### src/design/xpe_pkg.sv
// package for the bus peripheral enable and external interrupt select block
// assumes a 16-bit register port with 16-bit addresses
package xpe_pkg;
    // ***********************************************************
    // register offsets
    // ***********************************************************
    localparam logic [15:0] XPE_OFS_PERIPH_EN  = 16'hF024;
    localparam logic [15:0] XPE_OFS_IRQ_CTRL   = 16'hF19E;
    localparam logic [15:0] XPE_OFS_SRC_SEL    = 16'hF1DA;
    // ***********************************************************
    // reset values
    // ***********************************************************
    localparam logic [4:0]  XPE_RST_PERIPH_EN  = 5'h05;
    localparam logic [15:0] XPE_RST_SRC_SEL    = 16'h0000;
    localparam logic [7:0]  XPE_RST_IRQ_CTRL   = 8'h00;
    // ***********************************************************
    // field positions
    // ***********************************************************
    localparam int XPE_BIT_CAN1 = 0;
    localparam int XPE_BIT_CAN2 = 1;
    localparam int XPE_BIT_RAMS = 2;
    localparam int XPE_BIT_RAML = 3;
    localparam int XPE_BIT_RTC  = 4;
    localparam int XPE_BIT_IRQ_REQ = 7;
    localparam int XPE_BIT_IRQ_EN  = 6;
    localparam int XPE_POS_LEVEL   = 2;
    localparam int XPE_POS_GROUP   = 0;
    localparam int XPE_NUM_CHAN    = 8;
    localparam int XPE_NUM_ALT     = 4;
    // ***********************************************************
    // source select codes and address windows
    // ***********************************************************
    localparam logic [1:0] XPE_SS_PIN = 2'h0;
    localparam logic [1:0] XPE_SS_ALT = 2'h1;
    localparam logic [1:0] XPE_SS_OR  = 2'h2;
    localparam logic [1:0] XPE_SS_AND = 2'h3;
    localparam logic [23:0] XPE_WIN_RAML_LO = 24'h00C000;
    localparam logic [23:0] XPE_WIN_RAML_HI = 24'h00DFFF;
    localparam logic [23:0] XPE_WIN_RAMS_LO = 24'h00E000;
    localparam logic [23:0] XPE_WIN_RAMS_HI = 24'h00E7FF;
    localparam logic [23:0] XPE_WIN_RTC_LO  = 24'h00EC00;
    localparam logic [23:0] XPE_WIN_RTC_HI  = 24'h00ECFF;
    localparam logic [23:0] XPE_WIN_CAN2_LO = 24'h00EE00;
    localparam logic [23:0] XPE_WIN_CAN2_HI = 24'h00EEFF;
    localparam logic [23:0] XPE_WIN_CAN1_LO = 24'h00EF00;
    localparam logic [23:0] XPE_WIN_CAN1_HI = 24'h00EFFF;

    typedef struct packed {
        logic rtc;
        logic large_ram;
        logic small_ram;
        logic second_can;
        logic first_can;
    } xpe_enable_s;

    typedef struct packed {
        logic large_ram;
        logic small_ram;
        logic rtc;
        logic second_can;
        logic first_can;
        logic external;
    } xpe_route_s;
endpackage : xpe_pkg

### src/design/xpe_top.sv
// configuration registers: peripheral enables, bus irq control, source select
// assumes a one-cycle register port and inputs synchronous to i_clk_sys
//
// Summary of operation
// - select code 00 pin, 01 alternate, 10 pin OR alt, 11 pin AND alt.
// - channels four to seven have a constant zero alternate source.
// - two-bit group level orders equal-priority requests, 3 highest.
// - four-bit priority level, Fh highest, 0h lowest.
// - enable bit lets the request join arbitration only when set.
// - request flag reads 1 while a request pends; software may write it.
// - irq control layout: request 7, enable 6, level 5..2, group 1..0.
// - first CAN off: hidden, pins free, EF00 window external if both off.
// - second CAN off: hidden, pins free, EE00 window external if both off.
// - small RAM enable routes E000..E7FF internal, else external.
// - large RAM enable routes C000..DFFF internal, else external.
// - RTC off: EC00 window external only if both CAN also off.
// - both CAN off sends EE00..EFFF to the external bus.
// - peripheral enable resets to 05.
// - peripheral enable is frozen once global enable has been set.
// - emulation mode forces every peripheral enable bit set.
// - power-down stops the RTC oscillator unless RTC enabled and not off.
//
// The implementer's own choice: strobed register access.
module xpe_top
    import xpe_pkg::*;
(
    input  wire logic            i_clk_sys,
    input  wire logic            i_nrst,
    input  wire logic [15:0]     i_addr,
    input  wire logic [15:0]     i_wdata,
    input  wire logic            i_wr,
    input  wire logic            i_rd,
    output logic      [15:0]     o_rdata,
    input  wire logic            i_global_periph_enable,
    input  wire logic            i_emulation,
    input  wire logic            i_power_down,
    input  wire logic            i_rtc_osc_off,
    input  wire logic [7:0]      i_ext_irq_input,
    input  wire logic            i_first_can_receive,
    input  wire logic            i_second_can_receive,
    input  wire logic            i_alt_src2,
    input  wire logic            i_rtc_alarm_irq,
    input  wire logic            i_bus_periph_event,
    input  wire logic [23:0]     i_acc_addr,
    output logic      [7:0]      o_ext_irq,
    output xpe_pkg::xpe_enable_s o_enable,
    output xpe_pkg::xpe_route_s  o_route,
    output logic                 o_first_can_pins_gpio,
    output logic                 o_second_can_pins_gpio,
    output logic                 o_rtc_osc_run,
    output logic                 o_bus_periph_irq_req,
    output logic      [3:0]      o_bus_periph_irq_level,
    output logic      [1:0]      o_group_level
);
    import xpe_pkg::*;

    // ***********************************************************
    // registers
    // ***********************************************************
    logic [4:0]  bus_peripheral_enable;
    logic [7:0]  bus_peripheral_irq_control;
    logic [15:0] ext_irq_source_select;
    logic        locked;
    logic [4:0]  eff_enable;
    logic [7:0]  alt_src;

    function automatic logic in_win(input logic [23:0] a,
                                    input logic [23:0] lo,
                                    input logic [23:0] hi);
        in_win = (a >= lo) && (a <= hi);
    endfunction : in_win

    // global enable is sticky: once seen, the enable word stays frozen
    always_ff @(posedge i_clk_sys or negedge i_nrst) begin
        if (!i_nrst) begin
            locked <= 1'b0;
        end else if (i_global_periph_enable) begin
            locked <= 1'b1;
        end
    end

    always_ff @(posedge i_clk_sys or negedge i_nrst) begin
        if (!i_nrst) begin
            bus_peripheral_enable <= XPE_RST_PERIPH_EN;
        end else if (i_wr && i_addr == XPE_OFS_PERIPH_EN
                     && !locked && !i_global_periph_enable) begin
            bus_peripheral_enable <= i_wdata[4:0];
        end
    end

    always_ff @(posedge i_clk_sys or negedge i_nrst) begin
        if (!i_nrst) begin
            ext_irq_source_select <= XPE_RST_SRC_SEL;
        end else if (i_wr && i_addr == XPE_OFS_SRC_SEL) begin
            ext_irq_source_select <= i_wdata;
        end
    end

    // hardware set wins over a software write of zero in the same cycle
    always_ff @(posedge i_clk_sys or negedge i_nrst) begin
        if (!i_nrst) begin
            bus_peripheral_irq_control <= XPE_RST_IRQ_CTRL;
        end else begin
            if (i_wr && i_addr == XPE_OFS_IRQ_CTRL) begin
                bus_peripheral_irq_control <= i_wdata[7:0];
            end
            if (i_bus_periph_event) begin
                bus_peripheral_irq_control[XPE_BIT_IRQ_REQ] <= 1'b1;
            end
        end
    end

    // ***********************************************************
    // read port
    // ***********************************************************
    always_ff @(posedge i_clk_sys or negedge i_nrst) begin
        if (!i_nrst) begin
            o_rdata <= 16'h0000;
        end else if (i_rd) begin
            case (i_addr)
                XPE_OFS_PERIPH_EN: o_rdata <= {11'h000, eff_enable};
                XPE_OFS_IRQ_CTRL:
                    o_rdata <= {8'h00, bus_peripheral_irq_control};
                XPE_OFS_SRC_SEL:   o_rdata <= ext_irq_source_select;
                default:           o_rdata <= 16'h0000;
            endcase
        end else begin
            o_rdata <= 16'h0000;
        end
    end

    // ***********************************************************
    // enables and routing
    // ***********************************************************
    assign eff_enable = i_emulation ? 5'h1F : bus_peripheral_enable;
    assign o_enable   = xpe_enable_s'(eff_enable);

    assign o_first_can_pins_gpio  = !eff_enable[XPE_BIT_CAN1];
    assign o_second_can_pins_gpio = !eff_enable[XPE_BIT_CAN2];

    // rtc oscillator only survives power-down when enabled and not off
    assign o_rtc_osc_run = !i_power_down
        || (eff_enable[XPE_BIT_RTC] && !i_rtc_osc_off);

    logic both_can_off;
    assign both_can_off = !eff_enable[XPE_BIT_CAN1]
                          && !eff_enable[XPE_BIT_CAN2];

    always_comb begin
        o_route = '0;
        if (in_win(i_acc_addr, XPE_WIN_RAML_LO, XPE_WIN_RAML_HI)) begin
            o_route.large_ram = eff_enable[XPE_BIT_RAML];
            o_route.external  = !eff_enable[XPE_BIT_RAML];
        end else if (in_win(i_acc_addr, XPE_WIN_RAMS_LO,
                            XPE_WIN_RAMS_HI)) begin
            o_route.small_ram = eff_enable[XPE_BIT_RAMS];
            o_route.external  = !eff_enable[XPE_BIT_RAMS];
        end else if (in_win(i_acc_addr, XPE_WIN_RTC_LO,
                            XPE_WIN_RTC_HI)) begin
            o_route.rtc      = eff_enable[XPE_BIT_RTC];
            o_route.external = !eff_enable[XPE_BIT_RTC] && both_can_off;
        end else if (in_win(i_acc_addr, XPE_WIN_CAN2_LO,
                            XPE_WIN_CAN2_HI)) begin
            o_route.second_can = eff_enable[XPE_BIT_CAN2];
            o_route.external   = both_can_off;
        end else if (in_win(i_acc_addr, XPE_WIN_CAN1_LO,
                            XPE_WIN_CAN1_HI)) begin
            o_route.first_can = eff_enable[XPE_BIT_CAN1];
            o_route.external  = both_can_off;
        end
    end

    // ***********************************************************
    // interrupt request to the arbiter
    // ***********************************************************
    assign o_bus_periph_irq_req =
        bus_peripheral_irq_control[XPE_BIT_IRQ_REQ]
        && bus_peripheral_irq_control[XPE_BIT_IRQ_EN];
    assign o_bus_periph_irq_level =
        bus_peripheral_irq_control[XPE_POS_LEVEL +: 4];
    assign o_group_level =
        bus_peripheral_irq_control[XPE_POS_GROUP +: 2];

    assign alt_src = {4'h0, i_rtc_alarm_irq, i_alt_src2,
                      i_second_can_receive, i_first_can_receive};

    xpe_irq_select #(
        .CHANNELS (XPE_NUM_CHAN)
    ) xpe_irq_select_inst (
        .i_select (ext_irq_source_select),
        .i_pin    (i_ext_irq_input),
        .i_alt    (alt_src),
        .o_irq    (o_ext_irq)
    );

    // ***********************************************************
    // assertions
    // ***********************************************************
    property p_lock;
        @(posedge i_clk_sys) disable iff (!i_nrst)
        locked |=> $stable(bus_peripheral_enable);
    endproperty
    a_lock: assert property (p_lock)
        else $error("enable changed after lock");

    property p_wr_lock;
        @(posedge i_clk_sys) disable iff (!i_nrst)
        (i_wr && i_addr == XPE_OFS_PERIPH_EN
            && (locked || i_global_periph_enable))
            |=> $stable(bus_peripheral_enable);
    endproperty
    a_wr_lock: assert property (p_wr_lock)
        else $error("locked write took effect");

    property p_wr_en;
        @(posedge i_clk_sys) disable iff (!i_nrst)
        (i_wr && i_addr == XPE_OFS_PERIPH_EN
            && !locked && !i_global_periph_enable)
            |=> {11'h000, bus_peripheral_enable}
                == ($past(i_wdata) & 16'h001F);
    endproperty
    a_wr_en: assert property (p_wr_en)
        else $error("enable write lost");

    property p_emu;
        @(posedge i_clk_sys) disable iff (!i_nrst)
        i_emulation |-> o_enable == xpe_enable_s'(5'h1F);
    endproperty
    a_emu: assert property (p_emu)
        else $error("emulation not all set");

    property p_req_set;
        @(posedge i_clk_sys) disable iff (!i_nrst)
        i_bus_periph_event |=> bus_peripheral_irq_control[XPE_BIT_IRQ_REQ];
    endproperty
    a_req_set: assert property (p_req_set)
        else $error("request lost");

    // a clearing write must stick when no event collides with it
    property p_req_clr;
        @(posedge i_clk_sys) disable iff (!i_nrst)
        (i_wr && i_addr == XPE_OFS_IRQ_CTRL && !i_wdata[XPE_BIT_IRQ_REQ]
            && !i_bus_periph_event)
            |=> !bus_peripheral_irq_control[XPE_BIT_IRQ_REQ];
    endproperty
    a_req_clr: assert property (p_req_clr)
        else $error("request flag not cleared");

    // an enabled source reaches the arbiter the cycle after its event
    property p_gate;
        @(posedge i_clk_sys) disable iff (!i_nrst)
        (i_bus_periph_event && bus_peripheral_irq_control[XPE_BIT_IRQ_EN]
            && !(i_wr && i_addr == XPE_OFS_IRQ_CTRL))
            |=> o_bus_periph_irq_req;
    endproperty
    a_gate: assert property (p_gate)
        else $error("enabled request not raised");

    property p_mask;
        @(posedge i_clk_sys) disable iff (!i_nrst)
        !bus_peripheral_irq_control[XPE_BIT_IRQ_EN] |-> !o_bus_periph_irq_req;
    endproperty
    a_mask: assert property (p_mask)
        else $error("disabled request out");

    property p_can_ext;
        @(posedge i_clk_sys) disable iff (!i_nrst)
        (i_acc_addr[23:9] == 15'h0077 && !both_can_off)
            |-> !o_route.external;
    endproperty
    a_can_ext: assert property (p_can_ext)
        else $error("CAN window external");

    property p_rd;
        @(posedge i_clk_sys) disable iff (!i_nrst)
        (i_rd && i_addr == XPE_OFS_PERIPH_EN)
            |=> o_rdata == {11'h000, $past(eff_enable)};
    endproperty
    a_rd: assert property (p_rd)
        else $error("enable read wrong");

    // read data stand for one cycle only, so stale words never linger
    property p_rd_idle;
        @(posedge i_clk_sys) disable iff (!i_nrst)
        !i_rd |=> o_rdata == 16'h0000;
    endproperty
    a_rd_idle: assert property (p_rd_idle)
        else $error("read data outside read cycle");

    property p_hi_alt;
        @(posedge i_clk_sys) disable iff (!i_nrst)
        ext_irq_source_select[15:14] == XPE_SS_ALT |-> !o_ext_irq[7];
    endproperty
    a_hi_alt: assert property (p_hi_alt)
        else $error("alt on ch7");

    property p_or_hi;
        @(posedge i_clk_sys) disable iff (!i_nrst)
        ext_irq_source_select[9:8] == XPE_SS_OR
            |-> o_ext_irq[4] == i_ext_irq_input[4];
    endproperty
    a_or_hi: assert property (p_or_hi)
        else $error("alt leaked into ch4");

    property p_pin0;
        @(posedge i_clk_sys) disable iff (!i_nrst)
        ext_irq_source_select[1:0] == XPE_SS_AND
            |-> o_ext_irq[0] == (i_ext_irq_input[0] & i_first_can_receive);
    endproperty
    a_pin0: assert property (p_pin0)
        else $error("and select wrong on ch0");

    property p_raml;
        @(posedge i_clk_sys) disable iff (!i_nrst)
        in_win(i_acc_addr, XPE_WIN_RAML_LO, XPE_WIN_RAML_HI)
            |-> (o_route.large_ram == o_enable.large_ram)
                && (o_route.external != o_enable.large_ram);
    endproperty
    a_raml: assert property (p_raml)
        else $error("large ram window misrouted");

    property p_rams;
        @(posedge i_clk_sys) disable iff (!i_nrst)
        in_win(i_acc_addr, XPE_WIN_RAMS_LO, XPE_WIN_RAMS_HI)
            |-> (o_route.small_ram == o_enable.small_ram)
                && (o_route.external != o_enable.small_ram);
    endproperty
    a_rams: assert property (p_rams)
        else $error("small ram window misrouted");

    property p_rtc;
        @(posedge i_clk_sys) disable iff (!i_nrst)
        (in_win(i_acc_addr, XPE_WIN_RTC_LO, XPE_WIN_RTC_HI) && o_enable.rtc)
            |-> o_route.rtc && !o_route.external;
    endproperty
    a_rtc: assert property (p_rtc)
        else $error("rtc window misrouted");

    property p_osc;
        @(posedge i_clk_sys) disable iff (!i_nrst)
        (i_power_down && !eff_enable[XPE_BIT_RTC]) |-> !o_rtc_osc_run;
    endproperty
    a_osc: assert property (p_osc)
        else $error("osc ran in power-down");

    property p_awake;
        @(posedge i_clk_sys) disable iff (!i_nrst)
        !i_power_down |-> o_rtc_osc_run;
    endproperty
    a_awake: assert property (p_awake)
        else $error("osc stopped while awake");

    c_lock: cover property (@(posedge i_clk_sys) locked && i_wr
                            && i_addr == XPE_OFS_PERIPH_EN);
    c_ext:  cover property (@(posedge i_clk_sys) o_route.external);
    c_req:  cover property (@(posedge i_clk_sys) o_bus_periph_irq_req);
    c_collide: cover property (@(posedge i_clk_sys) i_bus_periph_event
                               && i_wr && i_addr == XPE_OFS_IRQ_CTRL);
    c_emu:  cover property (@(posedge i_clk_sys) i_emulation);
endmodule : xpe_top

### src/design/xpe_irq_select.sv
// source selection for the eight external interrupt channels
// assumes pin and alternate inputs are synchronous to the clock
module xpe_irq_select
    import xpe_pkg::*;
#(
    parameter int CHANNELS = 8
) (
    input  wire logic [2*CHANNELS-1:0] i_select,
    input  wire logic [CHANNELS-1:0]   i_pin,
    input  wire logic [CHANNELS-1:0]   i_alt,
    output logic      [CHANNELS-1:0]   o_irq
);
    always_comb begin
        for (int c = 0; c < CHANNELS; c++) begin
            case (i_select[2*c +: 2])
                XPE_SS_PIN: o_irq[c] = i_pin[c];
                XPE_SS_ALT: o_irq[c] = i_alt[c];
                XPE_SS_OR:  o_irq[c] = i_pin[c] | i_alt[c];
                XPE_SS_AND: o_irq[c] = i_pin[c] & i_alt[c];
                default:    o_irq[c] = i_pin[c];
            endcase
        end
    end
endmodule : xpe_irq_select

### config.mk
export PLATFORM = sky130hd
export DESIGN_NAME = xpe_top
export DESIGN_NICKNAME = d
export VERILOG_FILES = /design/src/design/xpe_pkg.sv /design/src/design/xpe_top.sv /design/src/design/xpe_irq_select.sv
export SDC_FILE = /design/constraint.sdc
export NUM_CORES = 1
export LEC_CHECK = 0
export BUFFER_PORTS_ARGS = -buffer_cell sky130_fd_sc_hd__clkbuf_2
export CORE_UTILIZATION = 41
export CTS_CLUSTER_DIAMETER = 60
export CTS_CLUSTER_SIZE = 25
export DETAILED_ROUTE_END_ITERATION = 10
export PLACE_DENSITY = 0.77
export SYNTH_ARGS = -nofsm -noshare
export SYNTH_HDL_FRONTEND = slang
export SYNTH_HIERARCHICAL = 1
export SYNTH_SLANG_ARGS = --single-unit
export TNS_END_PERCENT = 1
### constraint.sdc
create_clock -name i_clk_sys -period 1.3 [get_ports i_clk_sys]
set_input_delay 0.26 -clock i_clk_sys [delete_from_list [all_inputs] [get_ports i_clk_sys]]
set_output_delay 0.26 -clock i_clk_sys [all_outputs]
set_load 0.005 [all_outputs]
Word-level counts from Yosys, hierarchy flattened
Index checks and enable logic that the tools add are counted.
{ "classes": {"n_lt_le_gt_ge": 10, "n_eq_ne": 27, "mux": 26, "bitwise_logic": 8, "reduce_logical": 41} }
{ "ops": {"columns": ["op", "count"], "rows": [
  ["24-bit by 16-bit greater-or-equal comparator with 1-bit output, second input constant", 5],
  ["24-bit by 16-bit <= comparator with 1-bit output, second input constant", 5],
  ["16-bit == test, second input constant", 3],
  ["16-bit case mux with 3 select lines", 1],
  ["2-bit == test, second input constant", 16],
  ["2-bit by 1-bit == test with 1-bit output, second input constant", 8],
  ["2-bit zero test", 8],
  ["16-bit two-way mux", 1],
  ["1-bit case mux with 4 select lines", 4],
  ["2-bit OR reduction", 8],
  ["1-bit logical AND", 14],
  ["1-bit two-way mux", 10],
  ["1-bit zero test", 9],
  ["8-bit two-way mux", 1],
  ["1-bit case mux with 2 select lines", 4],
  ["5-bit two-way mux", 1],
  ["1-bit AND", 4],
  ["2-bit two-way mux", 2],
  ["4-bit two-way mux", 1],
  ["1-bit OR", 4],
  ["3-bit two-way mux", 1],
  ["2-bit nonzero test", 1],
  ["1-bit logical OR", 1]
]} }
{ "totals": {"ff_bits": 46, "in_bits": 77} }

Logic depth before layout (Yosys ltp)
{ "depth": {"word_depth": 8, "depth_mapped": 5} }

By module
Netlist, hierarchy kept.
{ "by_module_without_submodules": {"columns": ["mod", "n_inst", "cells_each", "area_per_inst_um2"], "rows": [
  ["xpe_top", 1, 169, 2144.6],
  ["xpe_irq_select", 1, 32, 170.2]
]} }

Worst setup path before layout
Ideal clock, no wire load.
{ "synth_timing": {"kind": "input-to-reg", "startpoint": "input i_addr[9]", "endpoint": "register ext_irq_source_select[0]", "arrival_time_ns": 1.841, "t_required_ns": 1.175, "slack_ns": -0.666, "stages": 5, "n_path_buf": 1, "path_cell_list": "or4b_4 -> nor4_4 -> nand3_4 -> buf_6 -> mux2_4"} }
{ "synth_between": {"elab_chain_len": 2} }
{ "synth_lines": {"columns": ["item", "line", "source"], "rows": [
  ["start: declaration", "xpe_top.sv:29", "input wire logic [15:0] i_addr,"],
  ["16-bit == test", "xpe_top.sv:94", "end else if (i_wr && i_addr == XPE_OFS_SRC_SEL) begin"],
  ["1-bit logical AND", "xpe_top.sv:94", null],
  ["end signal: assignment", "xpe_top.sv:95", "ext_irq_source_select <= i_wdata;"],
  ["end: declaration", "xpe_top.sv:62", "logic [15:0] ext_irq_source_select;"]
]} }
No other way between the ends.
A chain may end at the register's enable or synchronous reset.

==> flow_metrics.py <==
metrics = {
    "power": {
        "p_seq_share_pct": 55.2,
        "switching_share_pct": 23.4,
        "peakVddDrop_uv": 726,
        "internal_power_summed_over_all_cells_w": 0.00199,
        "power.share.clock_pct": 31.2,
        "leakage_nw": 1.82,
        "design_power_total_w": 0.00259,
        "switching_power_w": 0.000606,
        "cellPowerDensity_nw_per_um2": 759,
        "combinationalPowerShare_pct": 13.7,
    },
    "floorplan": {
        "floorplan.initialDensity_pct": 43.9,
        "io_pins": 122,
        "die_w_um": 77.1,
        "fp.dieH_um": 77.1,
        "floorplan.rows": 26,
        "floorplan.die_area_um2": 5950,
        "core_area_um2": 5270,
    },
    "synth": {
        "synth_enable_flop_cells": 0,
        "synth.distinct_cells": 44,
        "postSynth.topFlopCell": "dfrtp_1",
        "synth_area_per_cell_um2": 11.5,
        "yosysWarnings": 6,
        "biggest_area_consumer_among_synthesized_cells": "dfrtp_1",
        "synthDominantCellAreaShare_pct": 47.6,
        "yosys-top-cells-area": "dfrtp_1 48%, mux2_2 8.8%, mux2_4 6.5%",
        "ys_ff_latch": 46,
        "synthArstFlopShare_pct": 100,
        "number_of_cells_produced_by_synthesis": 201,
        "seq_area_frac_synth_pct": 49.8,
        "netlist_area_um2": 2310,
    },
    "clock_tree": {
        "htreeDepth": 2,
        "cts-buffers-inserted": 5,
        "worst_setup_hold_path_clk_slew_ns": 0.08,
        "cts_buffer_depth": 2,
        "cts_root_buffer_type": "clkbuf_8",
        "clock_latency_ns": 0.29,
        "cts_setup_buffers": 0,
        "cts_tree": "built",
        "clock-sinks": 46,
    },
    "global_routing": {
        "via_count_of_the_first_global_routing_pass": 2058,
        "groute.usage.overall_pct": 20.4,
        "number_of_antenna_violations_at_the_first_check_in_global_routing": 0,
        "grt_start_max_net_pins": 47,
        "grt.overflow.total": 0,
        "grt_pass1_wl_um": 9470,
    },
    "run_status": {
        "violations": "negative setup slack",
        "outcome": "complete, but fails checks",
    },
    "route": {
        "wirelength_met1_um": 2550,
        "ant_nets": 0,
        "dr.max_layer_used": "met4",
        "wl_met3_um": 338,
        "met2_length_um": 3370,
        "route.detailed.wl_per_inst_um": 15.1,
        "drcViolationCount": 0,
        "dr.pass1.iters": 4,
        "routed_wl_um": 6380,
        "vias": 2157,
        "routed_via_density": 5.10,
        "drt_iter0_drc": 106,
    },
    "placement": {
        "placed_cells": 415,
        "gp_congestion": 0.818,
        "numPortBuffers": 121,
        "place.detailed.hpwl_um": 4950,
    },
    "worst_setup_path": {
        "start_kind": "flip-flop",
        "critical_path_arrival_ns": 1.59,
        "critical_path_class": "flip-flop to primary output",
        "crit_path_end_kind": "primary output",
        "critical_path_peak_fanout": 2,
        "cp.required_ns": 1.04,
    },
    "cells_and_area": {
        "mostFrequentLayoutCell": "clkbuf_2",
        "area_delta_synth_final_pct": 47.5,
        "postLayoutCoreUtil_pct": 64.8,
        "nFillCells": 448,
        "num_antenna_cells": 0,
        "final_cell_count_no_fill": 423,
        "final_cell_mix": "115 x clkbuf_2, 44 x dfrtp_1, 20 x buf_4, 18 x o21ai_1, 18 x mux2_2",
        "layout-drive-gt1-share_pct": 58.6,
        "finish.net_count": 430,
    },
    "timing": {
        "final-setup-viol-count": 63,
        "final-max-slew-violation-count": 0,
        "post-route-min-period_ns": 1.85,
        "worst_slew_pin_slew_ns": 0.556,
        "maxSlewHeadroom_pct": 62.5,
        "grt_setup_unrepaired": "yes",
        "finalHoldViolCount": 0,
        "final.setup.worst_slack_ns": -0.552,
        "final.setup_skew_ns": 0.00590,
        "clock.fmax_mhz": 540,
        "finalCritPeriodShare_pct": 142,
    },
    "hold_path": {
        "timing.hold.worst.class": "input pin to flip-flop",
    },
    "flow_run": {
        "timing.max_cap.violations": 0,
    },
}
power groups by stage:
stage	combinational (W)	sequential, W	clock [W]
after floorplan	0.0000738	0.00146	0
after global placement	0.000313	0.00146	0
after detailed placement	0.000321	0.00146	0
after CTS	0.000334	0.00143	0.000815
after global routing	0.000386	0.00143	0.000891
final	0.000354	0.00143	0.000807
registers in the layout, summed over array words and instances (netlist names):
signal                      flops
bus_peripheral_enable           5
bus_peripheral_irq_control      8
ext_irq_source_select          16
locked                          1
o_rdata                        16
cell usage after synthesis (all sizes together) (3+ instances only):
library cell  instances
and2                 11
buf                   8
or2                   3
a32oi                 3
a21oi                10
o2bb2ai               3
o21ai                20
nand3                 5
dfrtp                44
nor2b                 9
mux2                 28
a22oi                 5
nor4                  7
inv                   6
nand4                 3
nor2                  8
worst max-delay path: stages, from the launching register on:
cell and delay, ns:
dfrtp_1 0.38, or2_4 0.23, or3_4 0.37, a31oi_1 0.18, buf_2 0.14
what timing repair did:
action,in CTS,in global routing
pin swaps,7,10
hold endpoints to repair,44,0
resized for setup,15,23
hold buffers,1,0
setup endpoints to repair,63,64
layer usage:
metal  global-route usage [%]  vias up
li1                         -     1030
met1                     23.0     1045
met2                     37.3       71
met3                     5.24       11
met4                     6.23        0
met5                        0        -
worst paths after layout:
| kind | startpoint | endpoint | slack, ns | cells after the start |
|---|---|---|---|---|
| hold reg to reg | locked$_DFFE_PN0P_ | locked$_DFFE_PN0P_ | 0.51 | 2 |
| min in group asynchronous | i_nrst | bus_peripheral_irq_control[7]$_DFFE_PN0P_ | 0.48 | 3 |
| hold / removal | i_bus_periph_event | bus_peripheral_irq_control[7]$_DFFE_PN0P_ | 0.18 | 2 |
| max in group asynchronous | i_nrst | bus_peripheral_enable[2]$_DFFE_PN1P_ | 0.55 | 3 |
| setup / recovery | bus_peripheral_enable[1]$_DFFE_PN0P_ | o_route[0] | -0.55 | 4 |
| setup reg to reg | locked$_DFFE_PN0P_ | bus_peripheral_enable[3]$_DFFE_PN0P_ | 0.09 | 3 |
per-stage QoR:
stage / hold WS (ns) / cell area (um2) / worst slack, ns / setup TNS (ns)
2_1_floorplan: -0.0356 / 2340 / -0.590 / -20.36
3_3_place_gp: 0.263 / 3180 / -0.666 / -26.36
3_5_place_dp: 0.260 / 3180 / -0.716 / -27.73
4_1_cts: 0.169 / 3320 / -0.518 / -13.59
5_1_grt: 0.184 / 3410 / -0.619 / -16.58
6_report: 0.176 / 3410 / -0.552 / -13.91
cell families (layout without fill, tap and decap cells):
kind of cell / count (synthesis) / in the layout / share of synthesized area [%]
AO/OA/AOI/OAI: 45 / 45 / 11.9
flip-flops: 46 / 46 / 49.8
XOR/XNOR: 1 / 1 / 0.378
other: 1 / 8 / 0.162
multiplexers: 28 / 28 / 15.2
AND/OR/NAND/NOR: 64 / 64 / 18.5
buffers and inverters: 16 / 161 / 4.00
final cells by class:
type,instances,area (um2),share of cell area [%]
multi-input cells,146,1210,35.4
clock buffers,7,76.3,2.24
inverters,6,22.5,0.660
flip-flops and latches,46,1150,33.8
repair buffers,148,863,25.3
well taps,70,87.6,2.57
Note: power is estimated with default switching activity, not from simulation.
